==> src/design/iap_pkg.sv <==
// Package: register map, field layout, codes and timing for the flash programming control
package iap_pkg;
    // Register indices
    localparam logic [3:0] REG_MODE_CTRL = 4'h0;
    localparam logic [3:0] REG_RST_PAT   = 4'h1;
    localparam logic [3:0] REG_TIME_BUF  = 4'h2;
    localparam logic [3:0] REG_ADDR_LO   = 4'h3;
    localparam logic [3:0] REG_ADDR_HI   = 4'h4;
    localparam logic [3:0] REG_W0_LO     = 4'h5;
    localparam logic [3:0] REG_W0_HI     = 4'h6;
    localparam logic [3:0] REG_W3_HI     = 4'hC;

    // Mode control and timing/buffer register bit positions
    localparam int BIT_ENABLED = 7;
    localparam int BIT_MODE_HI = 6;
    localparam int BIT_MODE_LO = 4;
    localparam int BIT_UNLOCK  = 3;
    localparam int BIT_WR_INIT = 2;
    localparam int BIT_RD_EN   = 1;
    localparam int BIT_RD_INIT = 0;
    localparam int BIT_TSEL    = 1;
    localparam int BIT_BUF_CLR = 0;

    // Operation mode codes
    localparam logic [2:0] MODE_WRITE  = 3'h0;
    localparam logic [2:0] MODE_ERASE  = 3'h1;
    localparam logic [2:0] MODE_READ   = 3'h3;
    localparam logic [2:0] MODE_UNLOCK = 3'h6;

    // Unlock pattern for words 1 to 3, chip reset value, last page word, unmapped read byte
    localparam logic [2:0][7:0] UNLOCK_LO = {8'hC3, 8'h0D, 8'h00};
    localparam logic [2:0][7:0] UNLOCK_HI = {8'h40, 8'h09, 8'h04};
    localparam logic [7:0]      CHIP_RST_VAL = 8'h55;
    localparam logic [4:0]      PAGE_LAST    = 5'h1F;
    localparam logic [7:0]      RST_BYTE     = 8'h00;

    // Timing
    localparam int SYS_PERIOD_NS  = 40;
    localparam int SUB_PERIOD_NS  = 31250;
    localparam int ERASE0_NS      = 3200000;
    localparam int WRITE0_NS      = 2200000;
    localparam int ERASE1_NS      = 3700000;
    localparam int WRITE1_NS      = 3000000;
    localparam int SUB_DIV_CYC    = SUB_PERIOD_NS / SYS_PERIOD_NS;
    localparam int ERASE0_TICKS   = (ERASE0_NS + SUB_PERIOD_NS - 1) / SUB_PERIOD_NS;
    localparam int WRITE0_TICKS   = (WRITE0_NS + SUB_PERIOD_NS - 1) / SUB_PERIOD_NS;
    localparam int ERASE1_TICKS   = (ERASE1_NS + SUB_PERIOD_NS - 1) / SUB_PERIOD_NS;
    localparam int WRITE1_TICKS   = (WRITE1_NS + SUB_PERIOD_NS - 1) / SUB_PERIOD_NS;
    localparam int UNLOCK_WIN_CYC = 1024;

    typedef enum logic [2:0] {
        ST_IDLE  = 3'b000,
        ST_ERASE = 3'b001,
        ST_PROG  = 3'b010,
        ST_READ  = 3'b011,
        ST_CLEAR = 3'b100
    } iap_state_t;
endpackage : iap_pkg

==> src/design/iap_flash_ctrl.sv <==
// Flash in-application programming control and data registers
// How it works
// - Mode field: 000 write, 001 page erase, 011 read, 110 unlock; others reserved.
// - Erase or write never starts unless the enabled status is set.
// - Unlock trigger starts a window timer; hardware clears trigger on expiry.
// - Pattern: low bytes 00,0D,C3 and high bytes 04,09,40 for words 1 to 3.
// - Wrong pattern leaves erase/write disabled; correct pattern enables it.
// - Enabled status set only by hardware; software one ignored, zero disables.
// - Write-initiate starts erase or write per mode; cleared when finished.
// - Reads start only with read-enable set; clearing it blocks reads.
// - Read-initiate starts one word read; cleared when read completes.
// - Processor is stalled while an erase, write or read runs, not during a buffer clear.
// - Writing 55 to the chip reset register resets the whole chip.
// - Timing select 0: erase 3.2 ms, write 2.2 ms; 1: 3.7 ms, 3.0 ms.
// - Buffer-clear bit starts a buffer clear; cleared when clear completes.
// - Timing/buffer register bits 7 to 2 read zero.
// - Twelve-bit address: eight low bits plus low nibble; upper nibble reads zero.
// - Word 0 low byte write only updates that register.
// - Word 0 high byte write, with erase/write enabled, loads the word to buffer, then bumps address.
// - Address increment stops at page word 11111b, never wraps.
// - Words 1 to 3 each hold a 16-bit word as low and high byte.
module iap_flash_ctrl #(
    parameter int unsigned SUB_DIV      = iap_pkg::SUB_DIV_CYC,
    parameter int unsigned ERASE0_TICKS = iap_pkg::ERASE0_TICKS,
    parameter int unsigned WRITE0_TICKS = iap_pkg::WRITE0_TICKS,
    parameter int unsigned ERASE1_TICKS = iap_pkg::ERASE1_TICKS,
    parameter int unsigned WRITE1_TICKS = iap_pkg::WRITE1_TICKS,
    parameter int unsigned UNLOCK_CYC   = iap_pkg::UNLOCK_WIN_CYC,
    parameter int unsigned PAGE_WORDS   = 32
) (
    input  wire logic        i_sys_clk,
    input  wire logic        i_rst_n,
    input  wire logic        i_reg_we,
    input  wire logic        i_reg_re,
    input  wire logic [3:0]  i_reg_addr,
    input  wire logic [7:0]  i_reg_wdata,
    output logic      [7:0]  o_reg_rdata,
    output logic             o_cpu_stall,
    output logic             o_chip_reset,
    output logic             o_fl_erase,
    output logic             o_fl_program,
    output logic             o_fl_rd,
    output logic      [11:0] o_fl_addr,
    output logic      [31:0] o_tag_mask,
    input  wire logic        i_fl_rvalid,
    input  wire logic [15:0] i_fl_rdata,
    input  wire logic [4:0]  i_wbuf_idx,
    output logic      [15:0] o_wbuf_data
);
    import iap_pkg::*;

    ////////////////////////////////////////////////////////////////////////////////
    // Parameter checks
    if (PAGE_WORDS != 32) begin : g_chk_page
        $error("iap_flash_ctrl: write buffer depth must be 32 words");
    end
    if (SUB_DIV < 1 || SUB_DIV > 65535) begin : g_chk_div
        $error("iap_flash_ctrl: sub clock divider out of range");
    end
    if (UNLOCK_CYC < 1 || UNLOCK_CYC > 65535) begin : g_chk_win
        $error("iap_flash_ctrl: unlock window out of range");
    end
    if (ERASE0_TICKS < 1 || ERASE0_TICKS > 65535) begin : g_chk_erase0
        $error("iap_flash_ctrl: erase duration 0 out of range");
    end
    if (WRITE0_TICKS < 1 || WRITE0_TICKS > 65535) begin : g_chk_write0
        $error("iap_flash_ctrl: write duration 0 out of range");
    end
    if (ERASE1_TICKS < 1 || ERASE1_TICKS > 65535) begin : g_chk_erase1
        $error("iap_flash_ctrl: erase duration 1 out of range");
    end
    if (WRITE1_TICKS < 1 || WRITE1_TICKS > 65535) begin : g_chk_write1
        $error("iap_flash_ctrl: write duration 1 out of range");
    end

    localparam logic [15:0] DIV_LAST = 16'(SUB_DIV - 1);
    localparam logic [15:0] WIN_LAST = 16'(UNLOCK_CYC - 1);
    localparam logic [15:0] E0_LAST  = 16'(ERASE0_TICKS - 1);
    localparam logic [15:0] W0_LAST  = 16'(WRITE0_TICKS - 1);
    localparam logic [15:0] E1_LAST  = 16'(ERASE1_TICKS - 1);
    localparam logic [15:0] W1_LAST  = 16'(WRITE1_TICKS - 1);

    typedef struct packed {
        iap_state_t      st;
        logic [2:0]      mode;
        logic            enabled;
        logic            unlock_trig;
        logic            wr_init;
        logic            rd_en;
        logic            rd_init;
        logic            time_sel;
        logic            buf_clr;
        logic [7:0]      rst_pat;
        logic [11:0]     addr;
        logic [3:0][7:0] dlo;
        logic [3:0][7:0] dhi;
        logic [5:0]      seen;
        logic [15:0]     win_cnt;
        logic [15:0]     div_cnt;
        logic [15:0]     tick_cnt;
        logic [4:0]      clr_idx;
        logic [31:0]     tag;
        logic [7:0]      rdata;
        logic            chip_rst;
        logic            fl_rd;
        logic [15:0]     wbuf_out;
    } iap_regs_t;

    iap_regs_t   q;
    iap_regs_t   d;
    logic [15:0] wbuf_mem [PAGE_WORDS];
    logic        mem_we;
    logic [4:0]  mem_idx;
    logic [15:0] mem_wd;

    ////////////////////////////////////////////////////////////////////////////////
    // Next state
    always_comb begin
        logic       wr;
        logic       sub_tick;
        logic       pat_ok;
        logic [3:0] widx;
        logic [1:0] wsel;
        logic [15:0] dur_last;
        logic       hw_en;
        logic       clr_req;

        d        = q;
        hw_en    = 1'b0;
        clr_req  = 1'b0;
        sub_tick = 1'b0;
        pat_ok   = 1'b0;
        dur_last = 16'h0000;
        mem_we   = 1'b0;
        mem_idx  = q.addr[4:0];
        mem_wd   = {q.dhi[0], q.dlo[0]};
        wr       = i_reg_we;
        widx     = i_reg_addr - REG_W0_LO;
        wsel     = widx[2:1];
        d.chip_rst = 1'b0;
        d.fl_rd    = 1'b0;
        d.wbuf_out = wbuf_mem[i_wbuf_idx];

        // Sub clock enable
        sub_tick  = (q.div_cnt == DIV_LAST);
        d.div_cnt = sub_tick ? 16'h0000 : q.div_cnt + 16'h0001;

        pat_ok = (q.seen == 6'h3F);
        for (int k = 0; k < 3; k++) begin
            if (q.dlo[k + 1] != UNLOCK_LO[k] || q.dhi[k + 1] != UNLOCK_HI[k]) begin
                pat_ok = 1'b0;
            end
        end

        // Unlock window timer
        if (q.unlock_trig) begin
            d.win_cnt = q.win_cnt + 16'h0001;
            if (q.win_cnt == WIN_LAST) begin
                d.unlock_trig = 1'b0;
                if (q.mode == MODE_UNLOCK && pat_ok) begin
                    d.enabled = 1'b1;
                    hw_en     = 1'b1;
                end
            end
        end

        // Register writes
        if (wr) begin
            case (i_reg_addr)
                REG_MODE_CTRL: begin
                    d.mode  = i_reg_wdata[BIT_MODE_HI:BIT_MODE_LO];
                    d.rd_en = i_reg_wdata[BIT_RD_EN];
                    if (!i_reg_wdata[BIT_ENABLED] && !hw_en) begin
                        d.enabled = 1'b0;
                    end
                    if (i_reg_wdata[BIT_UNLOCK] && !q.unlock_trig) begin
                        d.unlock_trig = 1'b1;
                        d.win_cnt     = 16'h0000;
                        d.seen        = 6'h00;
                    end
                    if (i_reg_wdata[BIT_WR_INIT] && q.enabled && i_reg_wdata[BIT_ENABLED] &&
                        q.st == ST_IDLE &&
                        (i_reg_wdata[BIT_MODE_HI:BIT_MODE_LO] == MODE_WRITE ||
                         i_reg_wdata[BIT_MODE_HI:BIT_MODE_LO] == MODE_ERASE)) begin
                        d.wr_init = 1'b1;
                    end
                    if (i_reg_wdata[BIT_RD_INIT] && i_reg_wdata[BIT_RD_EN] &&
                        !i_reg_wdata[BIT_WR_INIT] && q.st == ST_IDLE &&
                        i_reg_wdata[BIT_MODE_HI:BIT_MODE_LO] == MODE_READ) begin
                        d.rd_init = 1'b1;
                    end
                end
                REG_RST_PAT: begin
                    d.rst_pat  = i_reg_wdata;
                    d.chip_rst = (i_reg_wdata == CHIP_RST_VAL);
                end
                REG_TIME_BUF: begin
                    d.time_sel = i_reg_wdata[BIT_TSEL];
                    if (i_reg_wdata[BIT_BUF_CLR]) begin
                        d.buf_clr = 1'b1;
                        clr_req   = 1'b1;
                    end
                end
                REG_ADDR_LO: d.addr[7:0]  = i_reg_wdata;
                REG_ADDR_HI: d.addr[11:8] = i_reg_wdata[3:0];
                default: begin
                    if (i_reg_addr >= REG_W0_LO && i_reg_addr <= REG_W3_HI) begin
                        if (widx[0]) begin
                            d.dhi[wsel] = i_reg_wdata;
                        end else begin
                            d.dlo[wsel] = i_reg_wdata;
                        end
                        if (q.unlock_trig && wsel != 2'h0) begin
                            d.seen[{wsel - 2'h1, widx[0]}] = 1'b1;
                        end
                        if (i_reg_addr == REG_W0_HI && q.enabled) begin
                            mem_we  = 1'b1;
                            mem_wd  = {i_reg_wdata, q.dlo[0]};
                            d.tag[q.addr[4:0]] = 1'b1;
                            if (q.addr[4:0] != PAGE_LAST) begin
                                d.addr = q.addr + 12'h001;
                            end
                        end
                    end
                end
            endcase
        end

        // Register reads
        if (i_reg_re) begin
            case (i_reg_addr)
                REG_MODE_CTRL: d.rdata = {q.enabled, q.mode, q.unlock_trig, q.wr_init,
                                          q.rd_en, q.rd_init};
                REG_RST_PAT:   d.rdata = q.rst_pat;
                REG_TIME_BUF:  d.rdata = {6'h00, q.time_sel, q.buf_clr};
                REG_ADDR_LO:   d.rdata = q.addr[7:0];
                REG_ADDR_HI:   d.rdata = {4'h0, q.addr[11:8]};
                default: begin
                    if (i_reg_addr >= REG_W0_LO && i_reg_addr <= REG_W3_HI) begin
                        d.rdata = widx[0] ? q.dhi[wsel] : q.dlo[wsel];
                    end else begin
                        d.rdata = RST_BYTE;
                    end
                end
            endcase
        end

        // Operation sequencer
        dur_last = q.time_sel ? W1_LAST : W0_LAST;
        if (q.st == ST_ERASE) begin
            dur_last = q.time_sel ? E1_LAST : E0_LAST;
        end
        case (q.st)
            ST_IDLE: begin
                d.tick_cnt = 16'h0000;
                d.clr_idx  = 5'h00;
                if (q.wr_init && q.enabled && q.mode == MODE_ERASE) begin
                    d.st = ST_ERASE;
                end else if (q.wr_init && q.enabled && q.mode == MODE_WRITE) begin
                    d.st = ST_PROG;
                end else if (q.wr_init) begin
                    d.wr_init = 1'b0;
                end else if (q.rd_init && q.rd_en) begin
                    d.st    = ST_READ;
                    d.fl_rd = 1'b1;
                end else if (q.rd_init) begin
                    d.rd_init = 1'b0;
                end else if (q.buf_clr) begin
                    d.st = ST_CLEAR;
                end
            end
            ST_ERASE, ST_PROG: begin
                if (sub_tick) begin
                    d.tick_cnt = q.tick_cnt + 16'h0001;
                    if (q.tick_cnt == dur_last) begin
                        d.wr_init = 1'b0;
                        d.st      = ST_CLEAR;
                        d.clr_idx = 5'h00;
                    end
                end
            end
            ST_READ: begin
                if (!q.rd_en) begin
                    d.rd_init = 1'b0;
                    d.st      = ST_IDLE;
                end else if (i_fl_rvalid) begin
                    d.dlo[0]  = i_fl_rdata[7:0];
                    d.dhi[0]  = i_fl_rdata[15:8];
                    d.rd_init = 1'b0;
                    d.st      = ST_IDLE;
                end
            end
            ST_CLEAR: begin
                mem_we    = 1'b1;
                mem_idx   = q.clr_idx;
                mem_wd    = 16'h0000;
                d.clr_idx = q.clr_idx + 5'h01;
                if (q.clr_idx == PAGE_LAST) begin
                    d.buf_clr = clr_req;
                    d.tag     = 32'h0000_0000;
                    d.st      = ST_IDLE;
                end
            end
            default: d.st = ST_IDLE;
        endcase

        if (!i_rst_n) begin
            d = '0;
            d.st = ST_IDLE;
            mem_we = 1'b0;
        end
    end

    ////////////////////////////////////////////////////////////////////////////////
    // State registers and write buffer
    always_ff @(posedge i_sys_clk) begin
        q <= d;
    end

    always_ff @(posedge i_sys_clk) begin
        if (mem_we) begin
            wbuf_mem[mem_idx] <= mem_wd;
        end
    end

    ////////////////////////////////////////////////////////////////////////////////
    // Outputs
    assign o_reg_rdata  = q.rdata;
    assign o_chip_reset = q.chip_rst;
    assign o_cpu_stall  = (q.st == ST_ERASE) || (q.st == ST_PROG) || (q.st == ST_READ);
    assign o_fl_erase   = (q.st == ST_ERASE);
    assign o_fl_program = (q.st == ST_PROG);
    assign o_fl_rd      = q.fl_rd;
    assign o_fl_addr    = q.addr;
    assign o_tag_mask   = q.tag;
    assign o_wbuf_data  = q.wbuf_out;
endmodule : iap_flash_ctrl

==> config.mk <==
export PLATFORM = sky130hd
export DESIGN_NAME = iap_flash_ctrl
export DESIGN_NICKNAME = d
export VERILOG_FILES = /design/src/design/iap_pkg.sv /design/src/design/iap_flash_ctrl.sv
export SDC_FILE = /design/constraint.sdc
export NUM_CORES = 1
export LEC_CHECK = 0
export BUFFER_PORTS_ARGS = -buffer_cell sky130_fd_sc_hd__buf_2
export CAP_MARGIN = 40
export CORE_MARGIN = 2
export CORE_UTILIZATION = 45
export DETAILED_ROUTE_END_ITERATION = 7
export PLACE_DENSITY = 0.68
export SYNTH_ARGS = -nofsm -noshare
export SYNTH_HDL_FRONTEND = slang
export SYNTH_SLANG_ARGS = --single-unit
==> constraint.sdc <==
create_clock -name i_sys_clk -period 4.1 [get_ports i_sys_clk]
set_input_delay 0.41 -clock i_sys_clk [delete_from_list [all_inputs] [get_ports i_sys_clk]]
set_output_delay 0.41 -clock i_sys_clk [all_outputs]
set_load 0.005 [all_outputs]
Word level (Yosys, flattened, before mapping)
Memories as Yosys holds them, arrays and structs flattened. A register that Yosys moved wholly into a read port is not among the register bits.
Cells that the tools add are included.
{"block": "totals", "n_memories": 1, "output_inout_bits": 73, "regBits": 198, "ram_bits": 512, "elab_cells": 265}
{"block": "classes", "n_bitwise": 9, "n_eq_ne": 33, "n_lt_le_gt_ge": 8, "mux": 111, "n_reduce_logical": 67, "n_addsub": 7}
{"memory": "wbuf_mem", "depth": 32, "word_bits": 16, "read_ports": 1, "rd_ports_with_merged_regs": 1, "wr": 1, "line": "iap_flash_ctrl.sv:111", "text": "logic [15:0] wbuf_mem [PAGE_WORDS];"}
{"op": "$mux 32", "n": 8}
{"op": "$mux 113", "n": 1}
{"op": "$mux 16", "n": 7}
{"op": "$mux 8", "n": 12}
{"op": "$mux 82", "n": 1}
{"op": "$bwmux 32", "n": 2}
{"op": "$mux 64", "n": 1}
{"op": "$add 16x1->16 const B", "n": 3}
{"op": "$mux 1", "n": 40}
{"op": "$pmux 8 s5", "n": 1}
{"op": "$mux 3", "n": 11}
{"op": "$bmux 8 s2", "n": 2}
{"op": "$eq 16x10->1 const B", "n": 2}
{"op": "$or 32x32->32", "n": 1}
{"op": "$pmux 16 s2", "n": 1}
{"op": "$mux 5", "n": 5}
{"op": "$mux 12", "n": 2}
{"op": "$mux 22", "n": 1}
{"op": "$logic_and 1x1->1", "n": 21}
{"op": "$mux 21", "n": 1}
{"op": "$reduce_bool 2->1", "n": 10}
{"op": "$demux 8 s2", "n": 1}
{"op": "$eq 16x16->1", "n": 1}
{"op": "$ne 8x4->1 const B", "n": 2}
{"op": "other kinds (55)", "n": 98}

Longest topological paths before layout
{"block": "depth", "depth_word": 20, "depth_mapped": 12, "ltp_nobuf": 9}

Least setup slack after synthesis
No wires, ideal clock.
{"block": "synth_path", "path_kind": "input-to-reg", "from": "input i_reg_addr[0]", "to": "memory wbuf_mem[10][0] (enable)", "slack_ns": 0.387, "setup_time_ns": 0.388, "n_path_buf": 4, "t_arrival_ns": 3.325, "t_required_ns": 3.712, "stages": 10, "cell_sequence": "clkbuf_1 -> clkinv_1 -> buf_1 -> ha_1 -> buf_6 -> or3_1 -> clkbuf_1 -> o31ai_1 -> nand3_1 -> nor2_1"}
{"block": "synth_between", "elab_chain_len": 10, "word_cells_on_any_way": 19}
{"element": "start: declaration", "line": "iap_flash_ctrl.sv:35", "text": "input wire logic [3:0] i_reg_addr,"}
{"element": "branches (longest 4 deep; another with $ge 4x3->1)"}
{"element": "$mux 1 *", "line": "iap_flash_ctrl.sv:169", "text": "case (i_reg_addr)"}
{"element": "$mux 1 *", "line": "iap_flash_ctrl.sv:168", "text": "if (wr) begin"}
{"element": "$mux 1 *", "line": "iap_flash_ctrl.sv:253", "text": "case (q.st)"}
{"element": "$mux 1 *", "line": "iap_flash_ctrl.sv:307", "text": "if (!i_rst_n) begin"}
{"element": "$mux 1 *", "line": "iap_flash_ctrl.sv:321", "text": "if (mem_we) begin"}
{"element": "$mux 1 (implied by the code) *", "line": "iap_flash_ctrl.sv:322", "text": "wbuf_mem[mem_idx] <= mem_wd;"}
{"element": "end: declaration", "line": "iap_flash_ctrl.sv:111"}
Mark *: on every way between the ends.

Worst setup path in the final report
{"block": "layout_path", "from": "register q[213] (netlist name)", "to": "memory wbuf_mem[11][3] (enable)"}
{"block": "layout_between", "elab_chain_len": 5, "word_cells_on_any_way": 6}
{"element": "start: declaration", "line": "iap_flash_ctrl.sv:109", "text": "iap_regs_t q;"}
{"element": "start signal: assignment", "line": "iap_flash_ctrl.sv:317", "text": "q <= d;"}
{"element": "$eq 3x3->1 *", "line": "iap_flash_ctrl.sv:253"}
{"element": "$mux 1", "line": "iap_flash_ctrl.sv:253"}
{"element": "$mux 1", "line": "iap_flash_ctrl.sv:307"}
{"element": "$mux 1", "line": "iap_flash_ctrl.sv:321"}
{"element": "$mux 1 (implied by the code)", "line": "iap_flash_ctrl.sv:322"}
Every way passes the cells marked *; elsewhere a longest branch is shown, timed or not.

==> results.yml <==
global_route:
  grt_overflow: 0
  grt_pass1_wl_um: 109000
  grt_start_max_net_pins: 86
  antenna_found_initial: 2
  grt_pass1_vias: 17553
  gr-usage-all-layers_pct: 20.8
placed_design:
  numPortBuffers: 110
  routabilityCongestion: 0.860
  dpl.hpwl_um: 46400
timing:
  finalSetupViolCount: 0
  fmax_mhz: 313
  tightest_slew_ps: 1020
  finalHoldViolations: 0
  fin_crit_ps: 3200
  maxSlewViolCount: 0
  finalSetupTns_ps: 0
  rsz0062_at_grt: "false"
  finClkSkew_ps: 22.3
  fin_crit_sh_pct: 78.0
  maxSlewHeadroom_pct: 31.9
  fin_hold_ws_ps: 98.3
worst_setup_path:
  crit_chain: "nor3b_2, buf_4, nand2_1, o31ai_1, nand2_1, nor2_1, buf_4"
  cp-end-kind: "flip-flop"
  crit_buf_inv: 2
  worst-endpoint-arrival_ps: 3510
  worstSetupPathType: "flip-flop to flip-flop"
  critical_path.top_delay_family: "simple AND/OR/NAND/NOR gates"
  worst_ep_required_time_ps: 4410
  ff2ff_setup_slack_ps: 900
  critPathMaxFanout: 14
  start_kind: "flip-flop"
  critPathSlowestCell: "nor3b_2"
  slowest_delay_ps: 730
floorplan:
  fp.dieW_um: 262
  dieArea_mm2: 0.0688
  start_util_pct: 45.6
  die_h_um: 262
  core-area_mm2: 0.0659
  rows: 94
  io_pins: 111
synthesis:
  syn_nets: 2027
  syn_inst: 1974
  yosys.area.top_type: "edfxtp_1"
  yosysMostFrequentCell: "edfxtp_1"
  ys_ff_latch: 726
  synth_cell_type_count: 75
  postSynthAreaPerCell_um2: 15.2
  ys_warn_count: 0
  synth.area.top_cells: "edfxtp_1 (51%), dfxtp_1 (14%), mux4_2 (13%)"
  syn_area_mm2: 0.0300
  synthFlopType: "edfxtp_1"
  synth-seq-area-share_pct: 65.5
  synth_top_area_share_pct: 51.2
  synth_edf_count: 512
  ys_async_sr_fraction_pct: 0
  synth.top_cells.by_count: "edfxtp_1 (512), dfxtp_1 (214), nor2_1 (178)"
cts:
  cts_resized: 0
  cts.clk_slew.worst_paths_ps: 60
  cts_buffer_depth: 3
  cts_tree: "done"
  cts_root_buffer: "clkbuf_16"
  holdBufCountCts: 0
  htree_levels: 3
  clock_latency_ps: 620
  cts_made_buffers: 74
  cts_setup_buffers: 0
  cts_sinks: 726
route:
  antenna_left: 0
  routedWlPerCell_um: 24.3
  wl_um: 72200
  via_per_inst: 5.90
  drc: 0
  first_pass_iters: 6
  drtIter0Drc: 1771
  vias: 17544
pwr:
  p_sw_share_pct: 22.0
  p_sw_w: 0.00334
  power_frac_seq_pct: 51.7
  ir_drop_mv: 0.279
  comb_power_share_pct: 5.3
  p_int_w: 0.0119
  p_leak_nw: 11.7
  powerDensity_mw_per_mm2: 450
  clkPwrFrac_pct: 43.0
status:
  status: "completed"
cells_and_area:
  syn2layout_area_growth_pct: 12.5
  final_layout_size_suffix_gt1_share_pct: 25.5
  antennaDiodeCount: 0
  fin_nets: 2107
worst_hold_path:
  hp-class: "input port to flip-flop"
run:
  max_cap_viol_count: 0
-- worst reg2reg max path: stages, from the launching register on --
cell and delay (ps):
dfxtp_1 510, nor3b_2 730, buf_4 330, nand2_1 70, o31ai_1 90, nand2_1 450
nor2_1 430, buf_4 290
-- layout make-up --
class                   count  area [um2]
flip-flops and latches    726       19700
well taps                 864        1080
clock inverters            40         340
inverters                  21        78.8
clock buffers              94        2020
repair buffers            188        1210
fillers                  5392       32100
multi-input cells        1043        9390
-- metal layers --
layer	wire [um]	global-route usage, %	part of all wire [%]	vias up
li1	-	-	-	7759
met1	29900	28.7	41	8857
met2	33600	32.5	47	811
met3	6830	5.36	9.5	115
met4	1820	6.27	2.5	2
met5	13	0	0.018	-
-- through the flow --
| step | total power [W] | worst slack, ps | cells | cell area (um2) | utilization [%] |
|---|---|---|---|---|---|
| 2_1_floorplan | 0.00856 | 387 | 1974 | 30000 | - |
| 3_3_place_gp | 0.00880 | 845 | 2837 | 31400 | 47.6 |
| 3_5_place_dp | 0.00882 | 840 | 2842 | 31400 | 47.7 |
| 4_1_cts | 0.0153 | 952 | 2976 | 33800 | 51.3 |
| 5_1_grt | 0.0156 | 619 | 2976 | 33800 | 51.3 |
| 6_report | 0.0152 | 902 | 2976 | 33800 | 51.3 |
-- placed cells by master, fill, tap and decap left out, types with 7 or more instances in the layout --
cell / instances
and3_1: 9
mux2i_1: 73
inv_1: 19
a22o_1: 18
a22oi_1: 9
nand4_1: 21
and4_1: 8
clkbuf_1: 12
mux4_2: 176
nand2_1: 123
nor3_1: 21
nor2_1: 154
or3_1: 18
clkinv_2: 12
mux2_2: 9
clkbuf_8: 8
and2_1: 14
buf_4: 73
nor2_2: 24
xnor2_1: 19
a31oi_1: 7
a21oi_1: 91
o41ai_1: 10
clkinv_1: 12
o21ai_0: 44
nor4_1: 15
nand2b_1: 8
xor2_1: 15
dfxtp_1: 214
buf_2: 108
a21oi_2: 8
nand3_1: 30
ha_1: 15
clkbuf_16: 75
edfxtp_1: 512
-- state kept, by name, indices dropped and copies added, names as in the netlist, named ones only --
name	flops
o_tag_mask	32
o_fl_addr	12
wbuf_mem	512
o_reg_rdata	8
o_fl_rd	1
o_wbuf_data	16
q	96
o_chip_reset	1
-- kinds of logic after synthesis --
family,synth area share (%)
AOI/OAI and AO/OA,5.24
and+or+nand+nor,8.03
adders and majority gates,0.625
DFF,65.5
xor gates and xnor gates,1.08
buffers and inverters,3.58
muxes,16.0
-- final timing paths --
kind	cells after the start	to	startpoint
worst max-delay path	7	wbuf_mem[11][3]	q[213]
worst min-delay path	3	q[152]	i_fl_rdata[3]
worst max register to register	7	wbuf_mem[11][3]	q[213]
worst min register to register	2	q[200]	q[200]
-- power groups by stage --
| stage | clock, W | sequential, W | combinational (W) |
|---|---|---|---|
| 3_5_place_dp | 0 | 0.00802 | 0.000806 |
| 6_report | 0.00653 | 0.00786 | 0.000807 |
| 3_3_place_gp | 0 | 0.00802 | 0.000786 |
| 4_1_cts | 0.00666 | 0.00786 | 0.000808 |
| 2_1_floorplan | 0 | 0.00800 | 0.000557 |
| 5_1_grt | 0.00693 | 0.00786 | 0.000860 |
Power figures use the tool's default switching activity.
